`src/cfg_pkg.sv`:
```
// What this block does
// - Per-phase select: 1 auxiliary input, 0 temperature.
// - All four select bits reset to one.
// - Clock-disable bit 6 holds clock pin high.
// - Writing bit 7 starts remote converter reset.
// - Unlocked: three select-pin toggles switch to SPI.
// - SPI active: main config write locks SPI.
// - Lock and port survive software reset.
// - Hardware reset unlocks and selects two-wire port.
// - Reserved bits inert and reset to zero.
package cfg_pkg;

    // ------------------------------------------------------------------
    // Register map
    // ------------------------------------------------------------------
    localparam logic [15:0] REMOTE_CFG_ADDR = 16'he708;
    localparam logic [15:0] LOCK_CFG_ADDR = 16'hea00;
    localparam logic [15:0] MAIN_CFG_ADDR = 16'he618;

    // ------------------------------------------------------------------
    // Field positions
    // ------------------------------------------------------------------
    localparam int SEL_A_BIT = 0;
    localparam int SEL_B_BIT = 1;
    localparam int SEL_C_BIT = 2;
    localparam int SEL_N_BIT = 3;
    localparam int CLK_DIS_BIT = 6;
    localparam int SOFT_RST_BIT = 7;
    localparam int LOCK_BIT = 0;

    // ------------------------------------------------------------------
    // Values after reset and counts
    // ------------------------------------------------------------------
    localparam logic [3:0] SEL_RESET = 4'hf;
    localparam logic CLK_DIS_RESET = 1'h0;
    localparam logic SOFT_RST_RESET = 1'h0;
    localparam logic LOCK_RESET = 1'h0;
    localparam logic [1:0] TOGGLES_TO_SPI = 2'h3;

    typedef enum logic {
        PORT_I2C = 1'b0,
        PORT_SPI = 1'b1
    } host_port_t;

endpackage

```
`src/port_sel_if.sv`:
```
`timescale 1ns/1ps
interface port_sel_if;
    logic locked;
    logic spi_active;

    modport ctrl (
        output locked,
        input spi_active
    );

    modport sel (
        input locked,
        output spi_active
    );
endinterface

```
`src/port_select.sv`:
```
`timescale 1ns/1ps
module port_select
    import cfg_pkg::*;
(
    input wire logic clk,
    input wire logic reset,
    input wire logic select_or_stream_ack_pin,
    port_sel_if.sel ps
);

    typedef struct packed {
        logic [2:0] sync;
        logic [1:0] fill;
        logic primed;
        logic stable;
        logic [1:0] toggles;
        host_port_t port;
    } sel_state_t;

    sel_state_t s_reg;
    sel_state_t s_next;
    logic toggle_seen;

    // ------------------------------------------------------------------
    // Pin filter and toggle counting
    // ------------------------------------------------------------------
    // The first agreed level only primes the filter, and only once all three
    // stages hold pin samples, so neither the cleared stages after reset nor
    // an unknown idle level of the pin is ever counted as a toggle.
    always_comb begin
        s_next = s_reg;
        toggle_seen = 1'b0;
        s_next.sync = {s_reg.sync[1:0], select_or_stream_ack_pin};
        if (!(&s_reg.fill)) begin
            s_next.fill = s_reg.fill + 2'h1;
        end
        if (s_reg.sync[1] == s_reg.sync[2]) begin
            if (!s_reg.primed && (&s_reg.fill)) begin
                s_next.primed = 1'b1;
                s_next.stable = s_reg.sync[2];
            end else if (s_reg.primed && s_reg.sync[2] != s_reg.stable) begin
                s_next.stable = s_reg.sync[2];
                toggle_seen = 1'b1;
            end
        end
        if (ps.locked) begin
            s_next.toggles = 2'h0;
        end else if (toggle_seen && s_reg.port == PORT_I2C) begin
            if (s_reg.toggles == TOGGLES_TO_SPI - 2'h1) begin
                s_next.port = PORT_SPI;
                s_next.toggles = 2'h0;
            end else begin
                s_next.toggles = s_reg.toggles + 2'h1;
            end
        end
    end

    always_ff @(posedge clk) begin
        if (reset) begin
            s_reg <= '{sync: 3'h0, fill: 2'h0, primed: 1'b0, stable: 1'b0,
                       toggles: 2'h0, port: PORT_I2C};
        end else begin
            s_reg <= s_next;
        end
    end

    assign ps.spi_active = (s_reg.port == PORT_SPI);

endmodule

```
`src/remote_cfg_lock.sv`:
```
`timescale 1ns/1ps
module remote_cfg_lock
    import cfg_pkg::*;
(
    input wire logic clk,
    input wire logic reset,
    input wire logic chipset_soft_reset,
    input wire logic select_or_stream_ack_pin,
    input wire logic [15:0] reg_addr,
    input wire logic [7:0] reg_wdata,
    input wire logic reg_write,
    input wire logic reg_read,
    output logic [7:0] reg_rdata,
    output logic phase_a_second_input_sel,
    output logic phase_b_second_input_sel,
    output logic phase_c_second_input_sel,
    output logic neutral_second_input_sel,
    output logic remote_clock_out_disable,
    output logic remote_clock_output_pin,
    output logic remote_converter_soft_reset,
    output logic host_port_is_spi,
    output logic port_locked
);

    // ------------------------------------------------------------------
    // State
    // ------------------------------------------------------------------
    typedef struct packed {
        logic [3:0] sel;
        logic clk_dis;
        logic soft_rst;
        logic lock;
        logic clk_pin;
        logic rst_pulse;
        logic [7:0] rdata;
    } cfg_state_t;

    cfg_state_t s_reg;
    cfg_state_t s_next;

    logic wr_remote;
    logic wr_lock;
    logic wr_main;
    logic [7:0] remote_view;
    logic [7:0] lock_view;

    port_sel_if ps ();

    port_select u_port_select (
        .clk(clk),
        .reset(reset),
        .select_or_stream_ack_pin(select_or_stream_ack_pin),
        .ps(ps.sel)
    );

    assign ps.locked = s_reg.lock;

    // ------------------------------------------------------------------
    // Address decode
    // ------------------------------------------------------------------
    assign wr_remote = reg_write && (reg_addr == REMOTE_CFG_ADDR);
    assign wr_lock = reg_write && (reg_addr == LOCK_CFG_ADDR);
    assign wr_main = reg_write && (reg_addr == MAIN_CFG_ADDR);

    // ------------------------------------------------------------------
    // Read views
    // ------------------------------------------------------------------
    // Reserved positions are wired to zero, so nothing written there can
    // ever reach the logic or read back.
    always_comb begin
        remote_view = 8'h00;
        remote_view[SEL_A_BIT] = s_reg.sel[0];
        remote_view[SEL_B_BIT] = s_reg.sel[1];
        remote_view[SEL_C_BIT] = s_reg.sel[2];
        remote_view[SEL_N_BIT] = s_reg.sel[3];
        remote_view[CLK_DIS_BIT] = s_reg.clk_dis;
        remote_view[SOFT_RST_BIT] = s_reg.soft_rst;
        lock_view = 8'h00;
        lock_view[LOCK_BIT] = s_reg.lock;
    end

    // ------------------------------------------------------------------
    // Next state
    // ------------------------------------------------------------------
    always_comb begin
        s_next = s_reg;
        s_next.rst_pulse = 1'b0;

        // The remote reset bit reads one for a single cycle after it is
        // written, while the reset pulse goes out, and then clears.
        if (s_reg.soft_rst) begin
            s_next.soft_rst = 1'b0;
        end

        if (wr_remote) begin
            s_next.sel[0] = reg_wdata[SEL_A_BIT];
            s_next.sel[1] = reg_wdata[SEL_B_BIT];
            s_next.sel[2] = reg_wdata[SEL_C_BIT];
            s_next.sel[3] = reg_wdata[SEL_N_BIT];
            s_next.clk_dis = reg_wdata[CLK_DIS_BIT];
            if (reg_wdata[SOFT_RST_BIT]) begin
                s_next.soft_rst = 1'b1;
                s_next.rst_pulse = 1'b1;
            end
        end

        // Lock is sticky: only a hardware reset clears it, so a write of
        // zero after locking is ignored rather than reopening the port.
        if (wr_lock && reg_wdata[LOCK_BIT] && !ps.spi_active) begin
            s_next.lock = 1'b1;
        end
        if (wr_main && ps.spi_active) begin
            s_next.lock = 1'b1;
        end

        // A chipset software reset restores the converter settings but
        // leaves the port choice and its lock untouched.
        if (chipset_soft_reset) begin
            s_next.sel = SEL_RESET;
            s_next.clk_dis = CLK_DIS_RESET;
            s_next.soft_rst = SOFT_RST_RESET;
            s_next.rst_pulse = 1'b0;
            s_next.lock = s_reg.lock || s_next.lock;
        end

        // The clock pin runs at half the core clock and parks high while
        // disabled, so the converters see a static level, not a glitch.
        if (s_reg.clk_dis) begin
            s_next.clk_pin = 1'b1;
        end else begin
            s_next.clk_pin = ~s_reg.clk_pin;
        end

        if (reg_read) begin
            if (reg_addr == REMOTE_CFG_ADDR) begin
                s_next.rdata = remote_view;
            end else if (reg_addr == LOCK_CFG_ADDR) begin
                s_next.rdata = lock_view;
            end else begin
                s_next.rdata = 8'h00;
            end
        end
    end

    // ------------------------------------------------------------------
    // Registers
    // ------------------------------------------------------------------
    always_ff @(posedge clk) begin
        if (reset) begin
            s_reg <= '{sel: SEL_RESET,
                       clk_dis: CLK_DIS_RESET,
                       soft_rst: SOFT_RST_RESET,
                       lock: LOCK_RESET,
                       clk_pin: 1'b1,
                       rst_pulse: 1'b0,
                       rdata: 8'h00};
        end else begin
            s_reg <= s_next;
        end
    end

    // ------------------------------------------------------------------
    // Outputs
    // ------------------------------------------------------------------
    assign reg_rdata = s_reg.rdata;
    assign phase_a_second_input_sel = s_reg.sel[0];
    assign phase_b_second_input_sel = s_reg.sel[1];
    assign phase_c_second_input_sel = s_reg.sel[2];
    assign neutral_second_input_sel = s_reg.sel[3];
    assign remote_clock_out_disable = s_reg.clk_dis;
    assign remote_clock_output_pin = s_reg.clk_pin;
    assign remote_converter_soft_reset = s_reg.rst_pulse;
    assign host_port_is_spi = ps.spi_active;
    assign port_locked = s_reg.lock;

endmodule

```
`config.mk`:
```
export PLATFORM = sky130hd
export DESIGN_NAME = remote_cfg_lock
export DESIGN_NICKNAME = d
export VERILOG_FILES = /design/src/cfg_pkg.sv /design/src/port_sel_if.sv /design/src/port_select.sv /design/src/remote_cfg_lock.sv
export SDC_FILE = /design/constraint.sdc
export NUM_CORES = 1
export LEC_CHECK = 0
export BUFFER_PORTS_ARGS = -buffer_cell sky130_fd_sc_hd__buf_2
export CAP_MARGIN = 0
export CORE_MARGIN = 2
export CORE_UTILIZATION = 49
export CTS_CLUSTER_DIAMETER = 80
export DETAILED_ROUTE_END_ITERATION = 10
export PLACE_DENSITY = 0.8
export RECOVER_POWER = 100
export SLEW_MARGIN = 20
export SYNTH_ARGS = -nofsm -noshare
export SYNTH_HDL_FRONTEND = slang
export SYNTH_SLANG_ARGS = --single-unit
```
`constraint.sdc`:
```
create_clock -name clk -period 4.5 [get_ports clk]
set_input_delay 0.225 -clock clk [delete_from_list [all_inputs] [get_ports clk]]
set_output_delay 0.225 -clock clk [all_outputs]
set_load 0.005 [all_outputs]
```
; Yosys cells after proc, flatten, opt, wreduce, memory -nomap -nowiden
; Cells that the tools add are included.
[totals]
regBits = 26
latch_bits = 0
ramBits = 0
romBits = 0
input_bits = 30
wordCells = 57
mem_count = 0
[op_classes]
n_addsub = 2
n_mul = 0
div = 0
n_lt_le_gt_ge = 0
n_eq_ne = 6
n_shift = 0
n_mux = 12
bitwise = 4
n_reduce_logical = 21
[op_table]
columns = operator, count
row1 = "16-bit equality test, second input constant", 3
row2 = 1-bit 2-to-1 mux, 10
row3 = 1-bit logical AND, 9
row4 = 8-bit 2-to-1 mux, 1
row5 = 2-bit AND reduction, 3
row6 = 2-bit OR reduction, 3
row7 = "2-bit by 1-bit adder with 2-bit output, second input constant", 2
row8 = 1-bit NOT, 4
row9 = 3-bit AND reduction, 1
row10 = 3-bit OR reduction, 1
row11 = "2-bit equality test, second input constant", 1
row12 = 1-bit logical NOT, 2
row13 = 2-bit 2-to-1 mux, 1
row14 = 2-bit nonzero test, 1
row15 = 1-bit equality test, 1
row16 = 1-bit logical OR, 1
row17 = 1-bit inequality test, 1

; Longest topological paths before layout
[logic_depth]
depth_word = 8
depth_mapped = 5
mapped_depth_nobuf = 5

; By module
; From an unflattened synthesis, not the netlist that was laid out.
[hier_totals]
hier_cells = 107
hier_area_um2 = 1046.0
[modules_own_cells]
columns = mod, instances, cells_per_inst, area_per_inst_um2, seq_area_each_um2
row1 = remote_cfg_lock, 1, 64, 643.1, 280.3
row2 = port_select, 1, 43, 402.9, 200.2

; Worst setup path before layout
; Ideal clock, no wire load.
[synth_path]
path_type = input port to flip-flop
from = input port reg_addr[2]
to = register s_reg (netlist bit neutral_second_input_sel)
setup_time_ns = 0.130
t_arrival_ns = 1.593
required_time_ns = 4.370
setup_slack_ns = 2.777
stages = 5
n_path_buf = 1
path_cell_list = or4_4 > or4_1 > buf_2 > nor3_1 > o21ai_1
[synth_via]
elab_chain_cells = 2
[synth_rtl]
columns = item, line
row1 = "start, declared", remote_cfg_lock.sv:9  ; input wire logic [15:0] reg_addr,
row2 = 16-bit equality test, remote_cfg_lock.sv:61  ; assign wr_remote = reg_write && (reg_addr == REMOTE_CFG_ADDR);
row3 = 1-bit logical AND, remote_cfg_lock.sv:61
row4 = "end signal, assigned", remote_cfg_lock.sv:150  ; s_reg <= '{sel: SEL_RESET,
row5 = "end signal, assigned", remote_cfg_lock.sv:158  ; s_reg <= s_next;
row6 = "end, declared", remote_cfg_lock.sv:38  ; cfg_state_t s_reg;
; Every way passes these cells.
; A chain may end at the register's enable or synchronous reset.

; Worst setup path in the final report
[layout_path]
from = input port reg_addr[2]
to = register s_reg (netlist bit reg_rdata[1])
[layout_via]
elab_chain_cells = 2
[layout_rtl]
columns = item, line
row1 = 16-bit equality test, remote_cfg_lock.sv:135  ; if (reg_addr == REMOTE_CFG_ADDR) begin
row2 = 8-bit 2-to-1 mux, remote_cfg_lock.sv:135
; Every way passes these cells.

==> results.sh <==
export IMPL_status="finished with violations"
export IMPL_violations="max-capacitance violations, max-slew violations"
export IMPL_grtUsageMet1_pct=24.34
export IMPL_netlist_area_leader_share_pct=45.39
export IMPL_die_height_um=50.48
export IMPL_synth_top_family_by_area="simple AND/OR/NAND/NOR gates"
export IMPL_seqCellArea_um2=480.5
export IMPL_nNetsFinal=190
export IMPL_timing_final_crit_share_pct=54.66
export IMPL_grt_pass1_wl_um=3884
export IMPL_drv_slew=13
export IMPL_syn2layout_area_growth_pct=22.81
export IMPL_ant_nets=0
export IMPL_stdcell_area_mm2=0.001300
export IMPL_globalRoute_busiestLayer="met2"
export IMPL_cts_tree="built"
export IMPL_synthDistinctLibCells=33
export IMPL_slew_headroom_pct=-12.26
export IMPL_grt_pass1_vias=939
export IMPL_use_met2_pct=33.99
export IMPL_place_inst=181
export IMPL_use_met3_pct=2.381
export IMPL_stdcell_count=185
export IMPL_cts_htree_levels=1
export IMPL_grt_max_degree=21
export IMPL_crit_buf_inv=1
export IMPL_yosys_warnings=0
export IMPL_netlist_instances=119
export IMPL_groute_usage_overall_pct=20.19
export IMPL_cp_end_kind="flip-flop"
export IMPL_p_seq_share_pct=53.4
export IMPL_tightestPinTransition_ns=1.668
export IMPL_numCtsBuffers=3
export IMPL_max_freq_mhz=406.6
export IMPL_synth_top_area_cell="dfxtp_1"
export IMPL_synthAdderAreaFrac_pct=1.182
export IMPL_num_rows=16
export IMPL_finalHoldViolations=0
export IMPL_drc=0
export IMPL_clkLatencyLatePin_ns=0.32
export IMPL_die_area_mm2=0.002548
export IMPL_hold_start="select_or_stream_ack_pin"
export IMPL_yosys_area_share_simple_pct=31.21
export IMPL_routedWlPerCell_um=12.44
export IMPL_startpoint_type="input pin"
export IMPL_p_leak_nw=0.5106
export IMPL_die_w_um=50.48
export IMPL_diodes=0
export IMPL_multi_input_area_um2=525.5
export IMPL_drive_gt1_share_pct=26.58
export IMPL_arrival_ns=2.71
export IMPL_power_internal_mw=0.3289
export IMPL_via_per_inst=5.578
export IMPL_synthXorXnorAreaFrac_pct=1.655
export IMPL_hold_buffers=0
export IMPL_setup_viol=0
export IMPL_cp_top_family="simple AND/OR/NAND/NOR gates"
export IMPL_p_switching_mw=0.09060
export IMPL_crit_path_cell_trace="buf_2 > or4_1 > nor4_1 > nand4_1 > a21oi_1"
export IMPL_largest_reg_flops=7
export IMPL_fin_skew_ns=0.003481
export IMPL_clockBufferDepth=2
export IMPL_swShare_pct=21.60
export IMPL_antenna_found_initial=0
export IMPL_cts_repair_resized=0
export IMPL_cp_startpoint="reg_addr[2]"
export IMPL_max_stage_delay_ns=1.37
export IMPL_cp_max_fo=12
export IMPL_crit_type="in2reg"
export IMPL_cap_violations=1
export IMPL_synth_async_reset_ratio_pct=0
export IMPL_wl_um=2301
export IMPL_nFillCells=179
export IMPL_initial_core_util_pct=52.87
export IMPL_synth_edff_count=0
export IMPL_yosys_register_bits=24
export IMPL_vias=1032
export IMPL_placed_area_mm2=0.001264
export IMPL_avgSynthCellArea_um2=8.895
export IMPL_ys_seq_area_share_pct=45.39
export IMPL_syn_cell_area_mm2=0.001059
export IMPL_ios=47
export IMPL_min_period_ns=2.460
export IMPL_tns_ns=0
export IMPL_drt_iter0_markers=13
export IMPL_core_area_mm2=0.002002
export IMPL_hpwlAfterDp_um=1796
export IMPL_power_frac_comb_pct=9.3
export IMPL_cellPowerDensity_mw_per_mm2=322.7
export IMPL_crit_slowest_cell="nor4_1"
export IMPL_hold_class="in2reg"
export IMPL_synth_flop_cell="dfxtp_1"
export IMPL_post_cts_buffers=0
export IMPL_clkPwrFrac_pct=37.3
export IMPL_grt_overflow=0
export IMPL_gp_congestion=0.7582
export IMPL_first_pass_iters=4
export IMPL_ys_top_cells_by_area="dfxtp_1 (45%), nand4_1 (5.3%), a31oi_1 (4.1%)"
export IMPL_cts_sinks=24
export IMPL_cp_required_ns=4.75
export IMPL_synth_compound_area_share_pct=13.95
export IMPL_portBuffers=42
export IMPL_rsz0062_at_grt="false"
export IMPL_cts_clk_slew_worst_paths_ns=0.13
export IMPL_reg2reg_from="u_port_select.s_reg[9]"
export IMPL_vdd_drop_max_v=0.0001629
export IMPL_synth_mux_area_share_pct=1.891
export IMPL_cts_root_buf="clkbuf_4"
[stage by stage]
stage / setup slack (ns) / hold slack [ns] / power, mW / utilization [%]
3_3_place_gp: 2.384 / 0.4184 / 0.2653 / 63.13
3_5_place_dp: 2.325 / 0.4262 / 0.2690 / 63.13
5_1_grt: 1.873 / 0.1131 / 0.4356 / 64.94
2_1_floorplan: 2.777 / 0.3433 / 0.2511 / -
6_report: 2.040 / 0.1043 / 0.4195 / 64.94
4_1_cts: 2.659 / 0.09841 / 0.4236 / 65.75
[synth_stat cells (2+ instances only)]
cell and n:
nand3b_1 2, nand2_1 2, o21ai_1 7, mux2i_1 2, a31oi_1 7, a21oi_1 8, and3_1 2, buf_4 3
dfxtp_1 24, nand2b_1 7, or3b_1 3, nand4_1 9, nor3_1 6, clkbuf_1 4, nor2b_1 5, nor2_1 11
[cells by family after synthesis]
group	count (synthesis)
flip-flops	24
multiplexers	2
AND/OR/NAND/NOR	54
adder cells (fa/ha/maj)	1
AO/OA/AOI/OAI	26
other	1
buffers and inverters	9
XOR/XNOR	2
[placed cells by master, fill, tap and decap left out]
cell / n
o41ai_1: 1
and3_1: 2
o21ai_0: 6
nand3b_1: 2
nand4b_1: 1
a211oi_1: 1
a31oi_1: 7
bufinv_16: 1
conb_1: 2
a21oi_1: 8
nor3_1: 6
or3b_1: 3
ha_1: 1
xor2_1: 1
and4_1: 1
or4_1: 2
clkbuf_1: 5
xnor2_1: 1
buf_2: 37
nand2_1: 2
inv_1: 1
and3b_1: 1
nand4_1: 9
nor2b_1: 5
nor4_1: 1
nor2_1: 11
a21boi_0: 1
or3b_2: 1
nand2b_1: 7
clkbuf_4: 3
mux2i_1: 2
dfxtp_1: 24
o21ai_1: 2
[metal layers]
layer	up-vias	wire [um]
li1	511	-
met1	460	974
met2	54	1082
met3	7	184
met4	0	59
met5	-	0
[power groups by stage]
| stage | Clock [mW] | Combinational [mW] | Sequential [mW] |
|---|---|---|---|
| 6_report | 0.157 | 0.0390 | 0.224 |
| 5_1_grt | 0.166 | 0.0443 | 0.225 |
| 4_1_cts | 0.159 | 0.0405 | 0.224 |
| 3_5_place_dp | 0 | 0.0403 | 0.229 |
| 3_3_place_gp | 0 | 0.0376 | 0.228 |
| 2_1_floorplan | 0 | 0.0237 | 0.227 |
[worst paths after layout]
| check | endpoint | slack [ns] | cells past startpoint |
|---|---|---|---|
| min reg2reg | u_port_select.s_next[9] | 0.46 | 1 |
| max | reg_rdata[1] | 2.04 | 5 |
| min | u_port_select.s_next[8] | 0.10 | 2 |
| max reg2reg | u_port_select.s_reg[1] | 2.78 | 4 |
[cell type report]
type | instances | area share (%)
clock buffer | 3 | 1.732
clock inverter | 1 | 2.310
multi-input combinational | 87 | 40.42
tap | 27 | 2.599
sequential | 24 | 36.96
timing repair buffer | 42 | 15.69
inverter | 1 | 0.2887
Note: power is estimated with default switching activity, not from simulation.
